==> config.mk <==
export PLATFORM = sky130hd
export DESIGN_NAME = dram_init_seq
export DESIGN_NICKNAME = d
export VERILOG_FILES = /design/src/design/dram_init_pkg.sv /design/src/design/dram_addr_map.sv /design/src/design/dram_init_seq.sv
export SDC_FILE = /design/constraint.sdc
export NUM_CORES = 1
export LEC_CHECK = 0
export ABC_AREA = 1
export BUFFER_PORTS_ARGS = -buffer_cell sky130_fd_sc_hd__buf_2
export CORE_AREA = 3 3 155 142
export DETAILED_ROUTE_END_ITERATION = 8
export DIE_AREA = 0 0 158 145
export PLACE_DENSITY_LB_ADDON = 0.08
export SETUP_SLACK_MARGIN = 0.3
export SYNTH_ARGS = -nofsm -noshare
export SYNTH_HDL_FRONTEND = slang
export SYNTH_SLANG_ARGS = --single-unit
==> constraint.sdc <==
create_clock -name CLK -period 12.1 [get_ports CLK]
set_input_delay 1.21 -clock CLK [delete_from_list [all_inputs] [get_ports CLK]]
set_output_delay 1.21 -clock CLK [all_outputs]
set_load 0.01 [all_outputs]
==> src/design/dram_init_pkg.sv <==
// Constants, tables and carrier types shared by the DRAM init sequencer and its address mapper.
// Assumes a single 125 MHz controller clock and a simple word-wide register port.
package dram_init_pkg;
    // Register offsets
    localparam logic [7:0] INIT_CMD_OFFSET = 8'h7c;
    localparam logic [7:0] ADDR_MODE_OFFSET = 8'h80;
    localparam logic [31:0] INIT_CMD_RESET = 32'h0;
    localparam logic [31:0] ADDR_MODE_RESET = 32'h0;

    // Field positions of the init command register
    localparam int INIT_EN_BIT = 31;
    localparam int CKE_RAISE_BIT = 28;
    localparam int RST_RELEASE_BIT = 27;
    localparam int MRS_GO_BIT = 26;
    localparam int REFRESH_GO_BIT = 25;
    localparam int PCHG_GO_BIT = 24;
    localparam int MRS_BANK_LSB = 16;
    localparam int MRS_ADDR_LSB = 0;
    // Address-mode fields: four nibbles, one per chip-select pair
    localparam int PAIR_FIELD_W = 4;
    localparam int ADDR_MODE_W = 16;

    // Command recovery time before a go bit is cleared
    localparam int CLK_PERIOD_PS = 8000;
    localparam int CMD_WAIT_NS = 64;
    localparam int CMD_WAIT_CYCLES = (CMD_WAIT_NS * 1000 + CLK_PERIOD_PS - 1) / CLK_PERIOD_PS;

    // Address map, 64-bit interface; a 128-bit interface shifts every source up by one
    localparam int PA_W = 40;
    localparam logic [3:0] LAST_MODE = 4'hb;
    localparam int ROW_FIXED_LSB = 18;
    localparam int ROW_HI_BASE = 27;
    localparam int ROW_LO_TOP = 17;
    localparam int COL_LSB = 3;
    localparam int COL11_SRC = 13;
    localparam int AP_LINE = 10;
    localparam logic [2:0] ROW_HI_CNT [0:11] = '{3'h0, 3'h1, 3'h2, 3'h2, 3'h2, 3'h3,
                                                 3'h3, 3'h4, 3'h4, 3'h5, 3'h5, 3'h6};
    localparam logic [2:0] ROW_LO_CNT [0:11] = '{3'h4, 3'h3, 3'h3, 3'h2, 3'h2, 3'h2,
                                                 3'h2, 3'h2, 3'h1, 3'h1, 3'h2, 3'h1};
    localparam logic [4:0] BANK_LSB [0:11] = '{5'h0c, 5'h0d, 5'h0d, 5'h0e, 5'h0d, 5'h0d,
                                               5'h0e, 5'h0d, 5'h0e, 5'h0e, 5'h0d, 5'h0e};
    localparam logic [11:0] BANK_THREE = 12'hfb0;
    localparam logic [11:0] COL9_EN = 12'hffe;
    localparam logic [11:0] X4_MODE = 12'hb48;

    typedef enum logic [2:0] {
        CMD_NOP,
        CMD_PRECHARGE_ALL,
        CMD_REFRESH,
        CMD_MODE_REG,
        CMD_ACTIVATE,
        CMD_COLUMN
    } dram_cmd_e;

    typedef enum logic [0:0] {
        PH_IDLE,
        PH_WAIT
    } phase_e;

    typedef struct packed {
        dram_cmd_e cmd;
        logic [15:0] addr;
        logic [2:0] bank;
    } dram_bus_s;

    typedef struct packed {
        logic [15:0] row;
        logic [15:0] col;
        logic [2:0] bank;
    } map_s;
endpackage

==> src/design/dram_addr_map.sv <==
// Address-mode decoder: physical address to DRAM row, column and bank lines.
// Purely combinational; the caller registers the result.
`timescale 1ns/1ps
module dram_addr_map (
    input wire logic [3:0] mode,
    input wire logic wide,
    input wire logic [dram_init_pkg::PA_W-1:0] pa,
    output dram_init_pkg::map_s map
);
    // One table drives both widths, only the source offset moves
    function automatic dram_init_pkg::map_s map_addr(input logic [3:0] m,
                                                     input logic w,
                                                     input logic [dram_init_pkg::PA_W-1:0] a);
        dram_init_pkg::map_s r;
        int s;
        int hi;
        int lo;
        r = '0;
        s = w ? 1 : 0;
        hi = 0;
        lo = 0;
        // Reserved encodings map to zeros so nothing stray reaches the pins
        if (m <= dram_init_pkg::LAST_MODE) begin
            hi = int'(dram_init_pkg::ROW_HI_CNT[m]);
            lo = int'(dram_init_pkg::ROW_LO_CNT[m]);
            for (int i = 0; i < 9; i++) begin
                r.row[i] = a[dram_init_pkg::ROW_FIXED_LSB + i + s];
                r.col[i] = a[dram_init_pkg::COL_LSB + i + s];
            end
            for (int i = 0; i < 7; i++) begin
                if (i < hi) begin
                    r.row[9 + i] = a[dram_init_pkg::ROW_HI_BASE + i + s];
                end else if (i < hi + lo) begin
                    r.row[9 + i] = a[dram_init_pkg::ROW_LO_TOP + 1 - lo + (i - hi) + s];
                end
            end
            if (dram_init_pkg::COL9_EN[m]) begin
                r.col[9] = a[dram_init_pkg::COL_LSB + 9 + s];
            end
            if (dram_init_pkg::X4_MODE[m]) begin
                r.col[11] = a[dram_init_pkg::COL11_SRC + s];
            end
            for (int i = 0; i < 3; i++) begin
                if (i < 2 || dram_init_pkg::BANK_THREE[m]) begin
                    r.bank[i] = a[int'(dram_init_pkg::BANK_LSB[m]) + i + s];
                end
            end
        end
        return r;
    endfunction

    // Decode
    assign map = map_addr(mode, wide, pa);
endmodule

==> src/design/dram_init_seq.sv <==
// DRAM init sequencer with its two registers and the chip-select address-mode mapping.
// Assumes register strobes and access requests come from logic on CLK.
//
// Notes on behaviour
// - Init-enable bit 31 selects firmware-driven init; commands only on register requests.
// - Setting init-enable asserts memory reset for registered DIMMs and drops CKE.
// - Bit 24 issues precharge-all; hardware clears it after completion.
// - Bit 25 issues auto-refresh; hardware clears it after completion.
// - Bit 26 issues a mode-register command from stored fields; cleared on completion.
// - Mode-register command drives the 16-bit mode address onto address lines 15-0.
// - Mode-register command drives the 3-bit mode bank onto the bank lines.
// - Bit 27 releases memory reset; writing zero never re-asserts it.
// - Bit 28 raises CKE; writing zero never lowers it.
// - Four 4-bit address-mode fields, one per chip-select pair, cover whole DIMMs.
// - Encodings mean the same module type on 64-bit and 128-bit interfaces.
// - On column commands address line 10 carries the auto-precharge flag.
// - Mode 0 on 64-bit maps bank 13:12, column 11:3, row 26:18 and 17:14.
// - Modes 0 to 11 span 128 MB to 8 GB; x4 adds bit 13 on column 11.
// - On a 128-bit interface every source address bit sits one position higher.
`timescale 1ns/1ps
module dram_init_seq #(
    parameter int WAIT_CYCLES = dram_init_pkg::CMD_WAIT_CYCLES
) (
    input wire logic CLK,
    input wire logic RSTN,
    input wire logic REG_WR,
    input wire logic REG_RD,
    input wire logic [7:0] REG_ADDR,
    input wire logic [31:0] REG_WDATA,
    output logic [31:0] REG_RDATA,
    input wire logic REGISTERED_DIMM,
    input wire logic WIDE_IF,
    input wire logic ACC_VALID,
    output logic ACC_READY,
    input wire logic [2:0] ACC_CS,
    input wire logic ACC_COL,
    input wire logic ACC_AP,
    input wire logic [dram_init_pkg::PA_W-1:0] ACC_PA,
    output logic MEM_RESET_N,
    output logic CKE,
    output dram_init_pkg::dram_cmd_e DRAM_CMD,
    output logic [15:0] DRAM_ADDR,
    output logic [2:0] DRAM_BANK
);
    typedef struct packed {
        logic init_mode;
        logic cke_on;
        logic rst_released;
        logic mrs_go;
        logic refresh_go;
        logic pchg_go;
        logic [2:0] mrs_bank;
        logic [15:0] mrs_addr;
        logic [15:0] addr_mode;
        dram_init_pkg::phase_e phase;
        dram_init_pkg::dram_cmd_e active;
        logic [15:0] wait_cnt;
        dram_init_pkg::dram_bus_s bus;
        logic [31:0] rdata;
    } state_s;

    localparam logic [15:0] WAIT_LAST = 16'(WAIT_CYCLES - 1);

    state_s st;
    state_s next_st;
    dram_init_pkg::map_s map;
    logic [3:0] pair_mode;
    logic wr_init;
    logic wr_map;

    // Each chip-select pair shares one nibble, so both ranks of a DIMM decode alike
    assign pair_mode = st.addr_mode[ACC_CS[2:1] * dram_init_pkg::PAIR_FIELD_W +: 4];
    assign wr_init = REG_WR && (REG_ADDR == dram_init_pkg::INIT_CMD_OFFSET);
    assign wr_map = REG_WR && (REG_ADDR == dram_init_pkg::ADDR_MODE_OFFSET);

    dram_addr_map u_map (
        .mode(pair_mode),
        .wide(WIDE_IF),
        .pa(ACC_PA),
        .map(map)
    );

    // Normal traffic waits while firmware owns the command bus
    assign ACC_READY = !st.init_mode && (st.phase == dram_init_pkg::PH_IDLE);

    // Next-state logic: sequencer first, register writes last so a new set beats a clear
    always_comb begin
        next_st = st;
        next_st.bus.cmd = dram_init_pkg::CMD_NOP;
        next_st.bus.addr = 16'h0;
        next_st.bus.bank = 3'h0;
        next_st.rdata = 32'h0;
        case (st.phase)
            dram_init_pkg::PH_IDLE: begin
                if (st.init_mode) begin
                    // Fixed priority when firmware sets several go bits at once
                    if (st.pchg_go) begin
                        next_st.bus.cmd = dram_init_pkg::CMD_PRECHARGE_ALL;
                        next_st.bus.addr[dram_init_pkg::AP_LINE] = 1'b1;
                    end else if (st.refresh_go) begin
                        next_st.bus.cmd = dram_init_pkg::CMD_REFRESH;
                    end else if (st.mrs_go) begin
                        next_st.bus.cmd = dram_init_pkg::CMD_MODE_REG;
                        next_st.bus.addr = st.mrs_addr;
                        next_st.bus.bank = st.mrs_bank;
                    end
                    if (st.pchg_go || st.refresh_go || st.mrs_go) begin
                        next_st.active = next_st.bus.cmd;
                        next_st.phase = dram_init_pkg::PH_WAIT;
                        next_st.wait_cnt = WAIT_LAST;
                    end
                end else if (ACC_VALID) begin
                    next_st.bus.bank = map.bank;
                    if (ACC_COL) begin
                        next_st.bus.cmd = dram_init_pkg::CMD_COLUMN;
                        next_st.bus.addr = map.col;
                        next_st.bus.addr[dram_init_pkg::AP_LINE] = ACC_AP;
                    end else begin
                        next_st.bus.cmd = dram_init_pkg::CMD_ACTIVATE;
                        next_st.bus.addr = map.row;
                    end
                end
            end
            dram_init_pkg::PH_WAIT: begin
                if (st.wait_cnt == 16'h0) begin
                    // Completion: drop only the bit of the command that ran
                    case (st.active)
                        dram_init_pkg::CMD_PRECHARGE_ALL: next_st.pchg_go = 1'b0;
                        dram_init_pkg::CMD_REFRESH: next_st.refresh_go = 1'b0;
                        dram_init_pkg::CMD_MODE_REG: next_st.mrs_go = 1'b0;
                        default: next_st.pchg_go = st.pchg_go;
                    endcase
                    next_st.active = dram_init_pkg::CMD_NOP;
                    next_st.phase = dram_init_pkg::PH_IDLE;
                end else begin
                    next_st.wait_cnt = st.wait_cnt - 16'h1;
                end
            end
            default: next_st.phase = dram_init_pkg::PH_IDLE;
        endcase

        // Init command register write
        if (wr_init) begin
            next_st.init_mode = REG_WDATA[dram_init_pkg::INIT_EN_BIT];
            if (REG_WDATA[dram_init_pkg::INIT_EN_BIT] && !st.init_mode) begin
                next_st.rst_released = 1'b0;
                next_st.cke_on = 1'b0;
            end
            // Zero writes leave these alone, only init entry or reset can undo them
            if (REG_WDATA[dram_init_pkg::RST_RELEASE_BIT]) begin
                next_st.rst_released = 1'b1;
            end
            if (REG_WDATA[dram_init_pkg::CKE_RAISE_BIT]) begin
                next_st.cke_on = 1'b1;
            end
            if (REG_WDATA[dram_init_pkg::PCHG_GO_BIT]) begin
                next_st.pchg_go = 1'b1;
            end
            if (REG_WDATA[dram_init_pkg::REFRESH_GO_BIT]) begin
                next_st.refresh_go = 1'b1;
            end
            if (REG_WDATA[dram_init_pkg::MRS_GO_BIT]) begin
                next_st.mrs_go = 1'b1;
            end
            next_st.mrs_bank = REG_WDATA[dram_init_pkg::MRS_BANK_LSB +: 3];
            next_st.mrs_addr = REG_WDATA[dram_init_pkg::MRS_ADDR_LSB +: 16];
        end
        if (wr_map) begin
            next_st.addr_mode = REG_WDATA[dram_init_pkg::ADDR_MODE_W-1:0];
        end

        // Read data, one cycle after the strobe; reserved bits and unmapped offsets read zero
        if (REG_RD && (REG_ADDR == dram_init_pkg::INIT_CMD_OFFSET)) begin
            next_st.rdata[dram_init_pkg::INIT_EN_BIT] = st.init_mode;
            next_st.rdata[dram_init_pkg::CKE_RAISE_BIT] = st.cke_on;
            next_st.rdata[dram_init_pkg::RST_RELEASE_BIT] = st.rst_released;
            next_st.rdata[dram_init_pkg::MRS_GO_BIT] = st.mrs_go;
            next_st.rdata[dram_init_pkg::REFRESH_GO_BIT] = st.refresh_go;
            next_st.rdata[dram_init_pkg::PCHG_GO_BIT] = st.pchg_go;
            next_st.rdata[dram_init_pkg::MRS_BANK_LSB +: 3] = st.mrs_bank;
            next_st.rdata[dram_init_pkg::MRS_ADDR_LSB +: 16] = st.mrs_addr;
        end else if (REG_RD && (REG_ADDR == dram_init_pkg::ADDR_MODE_OFFSET)) begin
            next_st.rdata[dram_init_pkg::ADDR_MODE_W-1:0] = st.addr_mode;
        end
    end

    // State register; every field clears to zero
    always_ff @(posedge CLK or negedge RSTN) begin
        if (!RSTN) begin
            st <= '0;
        end else begin
            st <= next_st;
        end
    end

    // Unbuffered DIMMs have no reset pin to hold, so reset follows only registered ones
    assign MEM_RESET_N = st.rst_released || !REGISTERED_DIMM;
    assign CKE = st.cke_on;
    assign DRAM_CMD = st.bus.cmd;
    assign DRAM_ADDR = st.bus.addr;
    assign DRAM_BANK = st.bus.bank;
    assign REG_RDATA = st.rdata;
endmodule

==> results.sh, run 1 <==
export IMPL_cts_setup_buffers=0
export IMPL_diodes=0
export IMPL_multi_input_area_mm2=0.00531
export IMPL_die_area_mm2=0.0229
export IMPL_ff_latch_area_mm2=0.00268
export IMPL_hold_viol=0
export IMPL_instances_no_fill=1638
export IMPL_detail_route_wl_per_cell_um=16.6
export IMPL_worstSetupPathType="in -> reg"
export IMPL_grt_max_degree=77
export IMPL_grt_pass1_vias=7828
export IMPL_crit_path_end_kind="flip-flop"
export IMPL_yosysTopAreaCell="dfrtp_1"
export IMPL_async_flop_share_pct=100
export IMPL_postSynthCellCount=1311
export IMPL_clk_latency_ps=340
export IMPL_grt_pass1_wl_mm=42.6
export IMPL_drive_gt1_share_pct=15.3
export IMPL_synth_area_top_cells="dfrtp_1 (29%), nand2_1 (14%), o21ai_0 (11%)"
export IMPL_cts_clk_slew_worst_paths_ps=70
export IMPL_synth_seq_cells=107
export IMPL_fmax_mhz=171
export IMPL_final_area_mm2=0.00994
export IMPL_ctsHoldBuffers=0
export IMPL_rows=50
export IMPL_synth_edf_count=0
export IMPL_synth_most_common_cell="nand2_1"
export IMPL_worst_r2r_cell_count=23
export IMPL_clkSinkCount=107
export IMPL_die_w_um=158
export IMPL_min_period_ps=5850
export IMPL_dp_hpwl_mm=21.2
export IMPL_cts_root_buf="clkbuf_16"
export IMPL_max_slew_margin_pct=36.3
export IMPL_cp_max_fo=11
export IMPL_htree_num_levels=3
export IMPL_power_w=0.00155
export IMPL_grt_setup_unrepaired="no"
export IMPL_viasPerCell=5.23
export IMPL_period_share_pct=48.4
export IMPL_run_status="completed"
export IMPL_yosys_area_top_type_share_pct=29.3
export IMPL_io_buffers=133
export IMPL_synth_distinct_cells=61
export IMPL_gr_total_overflow=0
export IMPL_route_met2_wl_mm=11.8
export IMPL_worstPathArrival_ps=6060
export IMPL_grt_total_usage_pct=23.3
export IMPL_drtAntennaViolNets=0
export IMPL_finClkSkew_ps=7.36
export IMPL_maxCapViolations=0
export IMPL_nNetsFinal=1522
export IMPL_min_path_cells=2
export IMPL_start_kind="input pin"
export IMPL_post_route_util_pct=48.3
export IMPL_synth_top_cells_by_count="nand2_1 (332), o21ai_0 (201), inv_1 (153), dfrtp_1 (107), a21oi_1 (73)"
export IMPL_ys_flop_type="dfrtp_1"
export IMPL_wirelength_mm=27.2
export IMPL_cts_resized=0
export IMPL_dpl_cell_count=1623
export IMPL_power_density_mw_per_mm2=156
export IMPL_drc=0
export IMPL_place_congestion=0.918
export IMPL_io_pins=149
export IMPL_setup_violations=0
export IMPL_drv_slew=0
export IMPL_wl_met1_mm=13.6
export IMPL_top_layer="met4"
export IMPL_syn2layout_area_growth_pct=8.75
export IMPL_wl_met3_mm=1.58
export IMPL_hp_class="reg -> reg"
export IMPL_num_vias=8573
export IMPL_clockBufferDepth=2
export IMPL_avgSynthCellArea_um2=6.97
export IMPL_die_h_um=145
export IMPL_drtPass1Iterations=5
export IMPL_drtIter0Drc=736
export IMPL_cts_buffers=9
export IMPL_tightest_slew_ps=955
export IMPL_netlist_area_mm2=0.00914
export IMPL_initial_core_util_pct=44.4
export IMPL_cts_tree="yes"
export IMPL_core_area_mm2=0.0206
export IMPL_fillers=2153
export IMPL_required_ps=12310
export IMPL_yosysWarnings=0
export IMPL_ys_seq_area_share_pct=29.3
export IMPL_peakVddDrop_v=0.0000952
export IMPL_placed_area_mm2=0.00965
export IMPL_final_setup_tns_ps=0
export IMPL_leakage_nw=5.22
export IMPL_grt_antenna_before_repair=0
## layout make-up
type	count	share of cell area, %
clock buffer	10	2.30
clock inverter	5	0.642
inverter	160	6.04
multi-input combinational	954	53.4
sequential	107	26.9
tap	260	3.27
timing repair buffer	142	7.40
## final timing paths
| check | start | to | slack, ps |
|---|---|---|---|
| setup / recovery | ACC_CS[1] | DRAM_ADDR[12] | 6250 |
| hold / removal | st[75] | st[75] | 490 |
| setup reg to reg | st[75] | DRAM_ADDR[12] | 6960 |
| hold reg to reg | st[75] | st[75] | 490 |
| max in group asynchronous | RSTN | st[81] | 10010 |
| min in group asynchronous | RSTN | CKE | 790 |
## worst max-delay path: stages
cell      delay (ps)
buf_2            170
inv_1            160
nand2_1           80
a32oi_1          510
inv_1            140
ha_1             370
nand2_1           90
nand2_2           90
nand2_4          100
inv_1             90
ha_1             140
inv_1             40
ha_1             490
ha_1             350
xnor2_1          750
o21ai_0          190
o21ai_0          270
nand2_1           80
and3_1           180
o211ai_1         240
nand2_1           80
nand3_1          130
a21oi_1          100
## registers in the layout, indices dropped and copies added, names as in the netlist
signal,flops
st,59
REG_RDATA,25
CKE,1
DRAM_BANK,3
DRAM_CMD,3
DRAM_ADDR,16
## report_power, final
group          internal [W]  switching (W)  total (W)
sequential         0.000396      0.0000334   0.000429
combinational      0.000284       0.000548   0.000832
clock              0.000161       0.000130   0.000291
total              0.000840       0.000711    0.00155
## per-stage QoR
step                      worst slack (ps)  hold WS, ps
after floorplan                       6740          453
after global placement                6000          472
after detailed placement              5910          474
after CTS                             6270          490
after global routing                  5790          508
final                                 6250          487
## routing by layer
metal / up-vias / GRT usage (%)
li1: 4353 / -
met1: 3934 / 37.0
met2: 270 / 35.2
met3: 16 / 2.59
met4: 0 / 2.32
met5: - / 0
## cell usage in the layout, fill, tap and decap left out, types with 12 or more instances in the layout
cell type	count
nor2_1	68
dfrtp_1	107
ha_1	48
nand2_1	332
o21ai_0	201
xor2_1	12
mux2i_1	15
inv_1	153
a21oi_1	73
nand3_1	61
buf_2	132
## logic make-up (layout without fill, tap and decap cells)
| family | Yosys count | after routing | synth area share [%] |
|---|---|---|---|
| AO/OA/AOI/OAI | 322 | 322 | 19.4 |
| AND/OR/NAND/NOR | 529 | 529 | 25.5 |
| other | 1 | 7 | 0.0410 |
| multiplexers | 17 | 17 | 1.89 |
| XOR/XNOR | 23 | 23 | 2.37 |
| adder cells (fa/ha/maj) | 56 | 56 | 8.32 |
| buffers and inverters | 256 | 317 | 13.2 |
| flip-flops | 107 | 107 | 29.3 |
Note: power is estimated with default switching activity, not from simulation.
==> inputs of run 2 (changes only) <==
--- a/config.mk
+++ b/config.mk
@@ -5,11 +5,11 @@
 export SDC_FILE = /design/constraint.sdc
 export NUM_CORES = 1
 export LEC_CHECK = 0
-export ABC_AREA = 1
+export ABC_AREA = 0
 export BUFFER_PORTS_ARGS = -buffer_cell sky130_fd_sc_hd__buf_2
-export CORE_AREA = 3 3 155 142
+export CORE_AREA = 3 3 152 140
 export DETAILED_ROUTE_END_ITERATION = 8
-export DIE_AREA = 0 0 158 145
+export DIE_AREA = 0 0 155 143
 export PLACE_DENSITY_LB_ADDON = 0.08
 export SETUP_SLACK_MARGIN = 0.3
 export SYNTH_ARGS = -nofsm -noshare
==> constraint.sdc (replaced) <==
create_clock -name CLK -period 5.77 [get_ports CLK]
set_input_delay 0.577 -clock CLK [delete_from_list [all_inputs] [get_ports CLK]]
set_output_delay 0.577 -clock CLK [all_outputs]
set_load 0.01 [all_outputs]
==> results.sh, run 2 <==
export IMPL_cts_root_buf="clkbuf_16"
export IMPL_die_h_um=143
export IMPL_cpLargestDelayFamily="multiplexers"
export IMPL_viasPerCell=6.06
export IMPL_finClkSkew_ps=8.69
export IMPL_die_area_mm2=0.0222
export IMPL_rows=49
export IMPL_hp_class="in -> async"
export IMPL_fmax_mhz=195
export IMPL_dp_hpwl_mm=19.8
export IMPL_num_vias=6862
export IMPL_worst_r2r_cell_count=18
export IMPL_p_sw_share_pct=41.6
export IMPL_grt_pass1_vias=6912
export IMPL_crit_top_cell="inv_1"
export IMPL_htree_num_levels=3
export IMPL_cp_max_fo=6
export IMPL_die_w_um=155
export IMPL_io_buffers=133
export IMPL_p_int_w=0.00217
export IMPL_drtIter0Drc=524
export IMPL_diodes=0
export IMPL_maxCapViolations=0
export IMPL_peakVddDrop_v=0.000178
export IMPL_crit_cells=19
export IMPL_yosys_area_top_type_share_pct=30.2
export IMPL_drtAntennaViolNets=0
export IMPL_setup_violations=0
export IMPL_crit_chain="buf_2 > mux4_1 > inv_1 > ha_1 > o21ai_2 > a21boi_0 > inv_1 > ha_1 > inv_1 > fa_1 > inv_1 > a21o_1 > a21oi_1 > xnor2_1 > buf_4 > mux4_2 > mux2_2 > mux2i_1 > o22ai_1"
export IMPL_synth_seq_cells=107
export IMPL_mostFrequentLayoutCells="buf_2 (132), dfrtp_1 (107), mux4_2 (66), mux2_2 (58), ha_1 (48)"
export IMPL_initial_core_util_pct=44.8
export IMPL_grt_setup_unrepaired="no"
export IMPL_required_ps=5950
export IMPL_postSynthCellCount=795
export IMPL_grt_total_usage_pct=22.5
export IMPL_synth_most_common_cell="dfrtp_1"
export IMPL_slowest_delay_ps=690
export IMPL_final_common_cell="buf_2"
export IMPL_nNetsFinal=1021
export IMPL_drv_slew=0
export IMPL_syn2layout_area_growth_pct=9.98
export IMPL_top_register="st"
export IMPL_cts_setup_buffers=0
export IMPL_leakage_nw=4.62
export IMPL_hold_viol=0
export IMPL_final_setup_tns_ps=0
export IMPL_gr_total_overflow=0
export IMPL_async_flop_share_pct=100
export IMPL_start_kind="input pin"
export IMPL_avgSynthCellArea_um2=11.1
export IMPL_io_pins=149
export IMPL_ys_seq_area_share_pct=30.2
export IMPL_clkSinkCount=107
export IMPL_power_density_mw_per_mm2=380
export IMPL_synth_distinct_cells=75
export IMPL_power_w=0.00371
export IMPL_cts_resized=0
export IMPL_synth_top_cells_by_count="dfrtp_1 (107), mux4_2 (66), mux2_2 (58), buf_4 (55), ha_1 (48)"
export IMPL_worstSetupPathType="in -> reg"
export IMPL_netlist_area_mm2=0.00886
export IMPL_wirelength_mm=25.2
export IMPL_yosysTopAreaCell="dfrtp_1"
export IMPL_core_area_mm2=0.0198
export IMPL_max_slew_margin_pct=31.2
export IMPL_drive_gt1_share_pct=35.6
export IMPL_clockBufferDepth=2
export IMPL_period_share_pct=89.1
export IMPL_p_seq_share_pct=26.0
export IMPL_power_frac_clock_pct=15.7
export IMPL_cts_tree="yes"
export IMPL_ctsHoldBuffers=0
export IMPL_power_switching_w=0.00154
export IMPL_drtPass1Iterations=5
export IMPL_synth_area_top_cells="dfrtp_1 (30%), mux4_2 (17%), mux2_2 (7.4%)"
export IMPL_grt_pass1_wl_mm=39.2
export IMPL_run_status="completed"
export IMPL_comb_power_share_pct=58.3
export IMPL_tightest_slew_ps=1030
export IMPL_place_congestion=0.940
export IMPL_grt_max_degree=76
export IMPL_synth_edf_count=0
export IMPL_path_buf_inv=6
export IMPL_clk_latency_ps=350
export IMPL_drc=0
export IMPL_grt_antenna_before_repair=0
export IMPL_min_period_ps=5140
export IMPL_crit_path_end_kind="flip-flop"
export IMPL_largest_reg_flops=59
export IMPL_crit_path_top_delay_cell="mux4_1"
export IMPL_cts_clk_slew_worst_paths_ps=70
export IMPL_cts_buffers=9
export IMPL_yosysWarnings=0
export IMPL_worstPathArrival_ps=5330
export IMPL_detail_route_wl_per_cell_um=22.3
export IMPL_ys_flop_type="dfrtp_1"
-- run 2: changes by cell type after synthesis, moves of 11 or more --
cell	previous run	this run
nand2_1	332	38
o21ai_0	201	18
inv_1	153	40
mux4_2	0	66
mux2_2	2	58
nand3_1	61	13
a21oi_1	73	32
nor2_1	68	43
a22o_1	0	20
mux2i_1	15	29
a22oi_1	1	14
nand2_2	11	0
-- run 2: stage by stage --
step | setup WS [ps] | cells | utilization (%) | cell area, µm² | hold slack, ps
after floorplan | 573 | 801 | - | 8890 | 281
after global placement | 340 | 1117 | 47.8 | 9470 | 457
after detailed placement | 336 | 1117 | 47.8 | 9470 | 470
after CTS | 673 | 1133 | 49.2 | 9750 | 168
after global routing | 331 | 1133 | 49.2 | 9750 | 186
final | 629 | 1133 | 49.2 | 9750 | 157
-- run 2: worst paths after layout --
check                              start            end  slack, ps
setup / recovery               ACC_CS[1]  DRAM_ADDR[13]        630
hold / removal                      RSTN  DRAM_ADDR[14]        160
setup reg to reg                  st[78]  DRAM_ADDR[13]        660
hold reg to reg                   st[61]         st[61]        470
max in group asynchronous           RSTN        st[107]       4340
min in group CLK           REG_WDATA[25]        st[110]        430
-- run 2: power by group through the flow --
stage          combinational, W  sequential [W]  clock [W]
2_1_floorplan           0.00160        0.000917          0
3_3_place_gp            0.00207        0.000970          0
3_5_place_dp            0.00212        0.000975          0
4_1_cts                 0.00213        0.000963   0.000592
5_1_grt                 0.00233        0.000981   0.000622
6_report                0.00216        0.000965   0.000581
-- run 2: cell type report --
class	count	area, µm²
flip-flops and latches	107	2680
repair buffers	150	808
multi-input cells	564	5510
clock inverters	7	52.6
inverters	41	154
well taps	255	319
fillers	1823	10100
clock buffers	9	225
-- run 2: cells by family (layout without fill, tap and decap cells) --
| family | after synthesis | after routing | synth area share, % |
|---|---|---|---|
| buffers and inverters | 130 | 207 | 7.95 |
| AND/OR/NAND/NOR | 170 | 170 | 9.91 |
| adder cells (fa/ha/maj) | 60 | 60 | 9.03 |
| flip-flops | 107 | 107 | 30.2 |
| multiplexers | 156 | 156 | 28.1 |
| XOR/XNOR | 33 | 33 | 3.42 |
| AO/OA/AOI/OAI | 138 | 138 | 11.3 |
| other | 1 | 7 | 0.0423 |
-- run 2: worst reg2reg max path, stage by stage (launching register included) --
cell and delay [ps]:
dfrtp_1 420, mux4_1 640, inv_1 160, ha_1 300, o21ai_2 110, a21boi_0 300, inv_1 150, ha_1 390
inv_1 100, fa_1 500, inv_1 140, a21o_1 120, a21oi_1 80, xnor2_1 150, buf_4 170, mux4_2 490
mux2_2 330, mux2i_1 250, o22ai_1 140
-- run 2: routing by layer --
metal | GRT usage (%) | up-vias | routed length [µm]
met5 | 0 | - | 0
met4 | 3.44 | 0 | 243
met3 | 4.94 | 22 | 1970
met2 | 35.8 | 306 | 12000
met1 | 32.4 | 3470 | 11100
li1 | - | 3064 | -
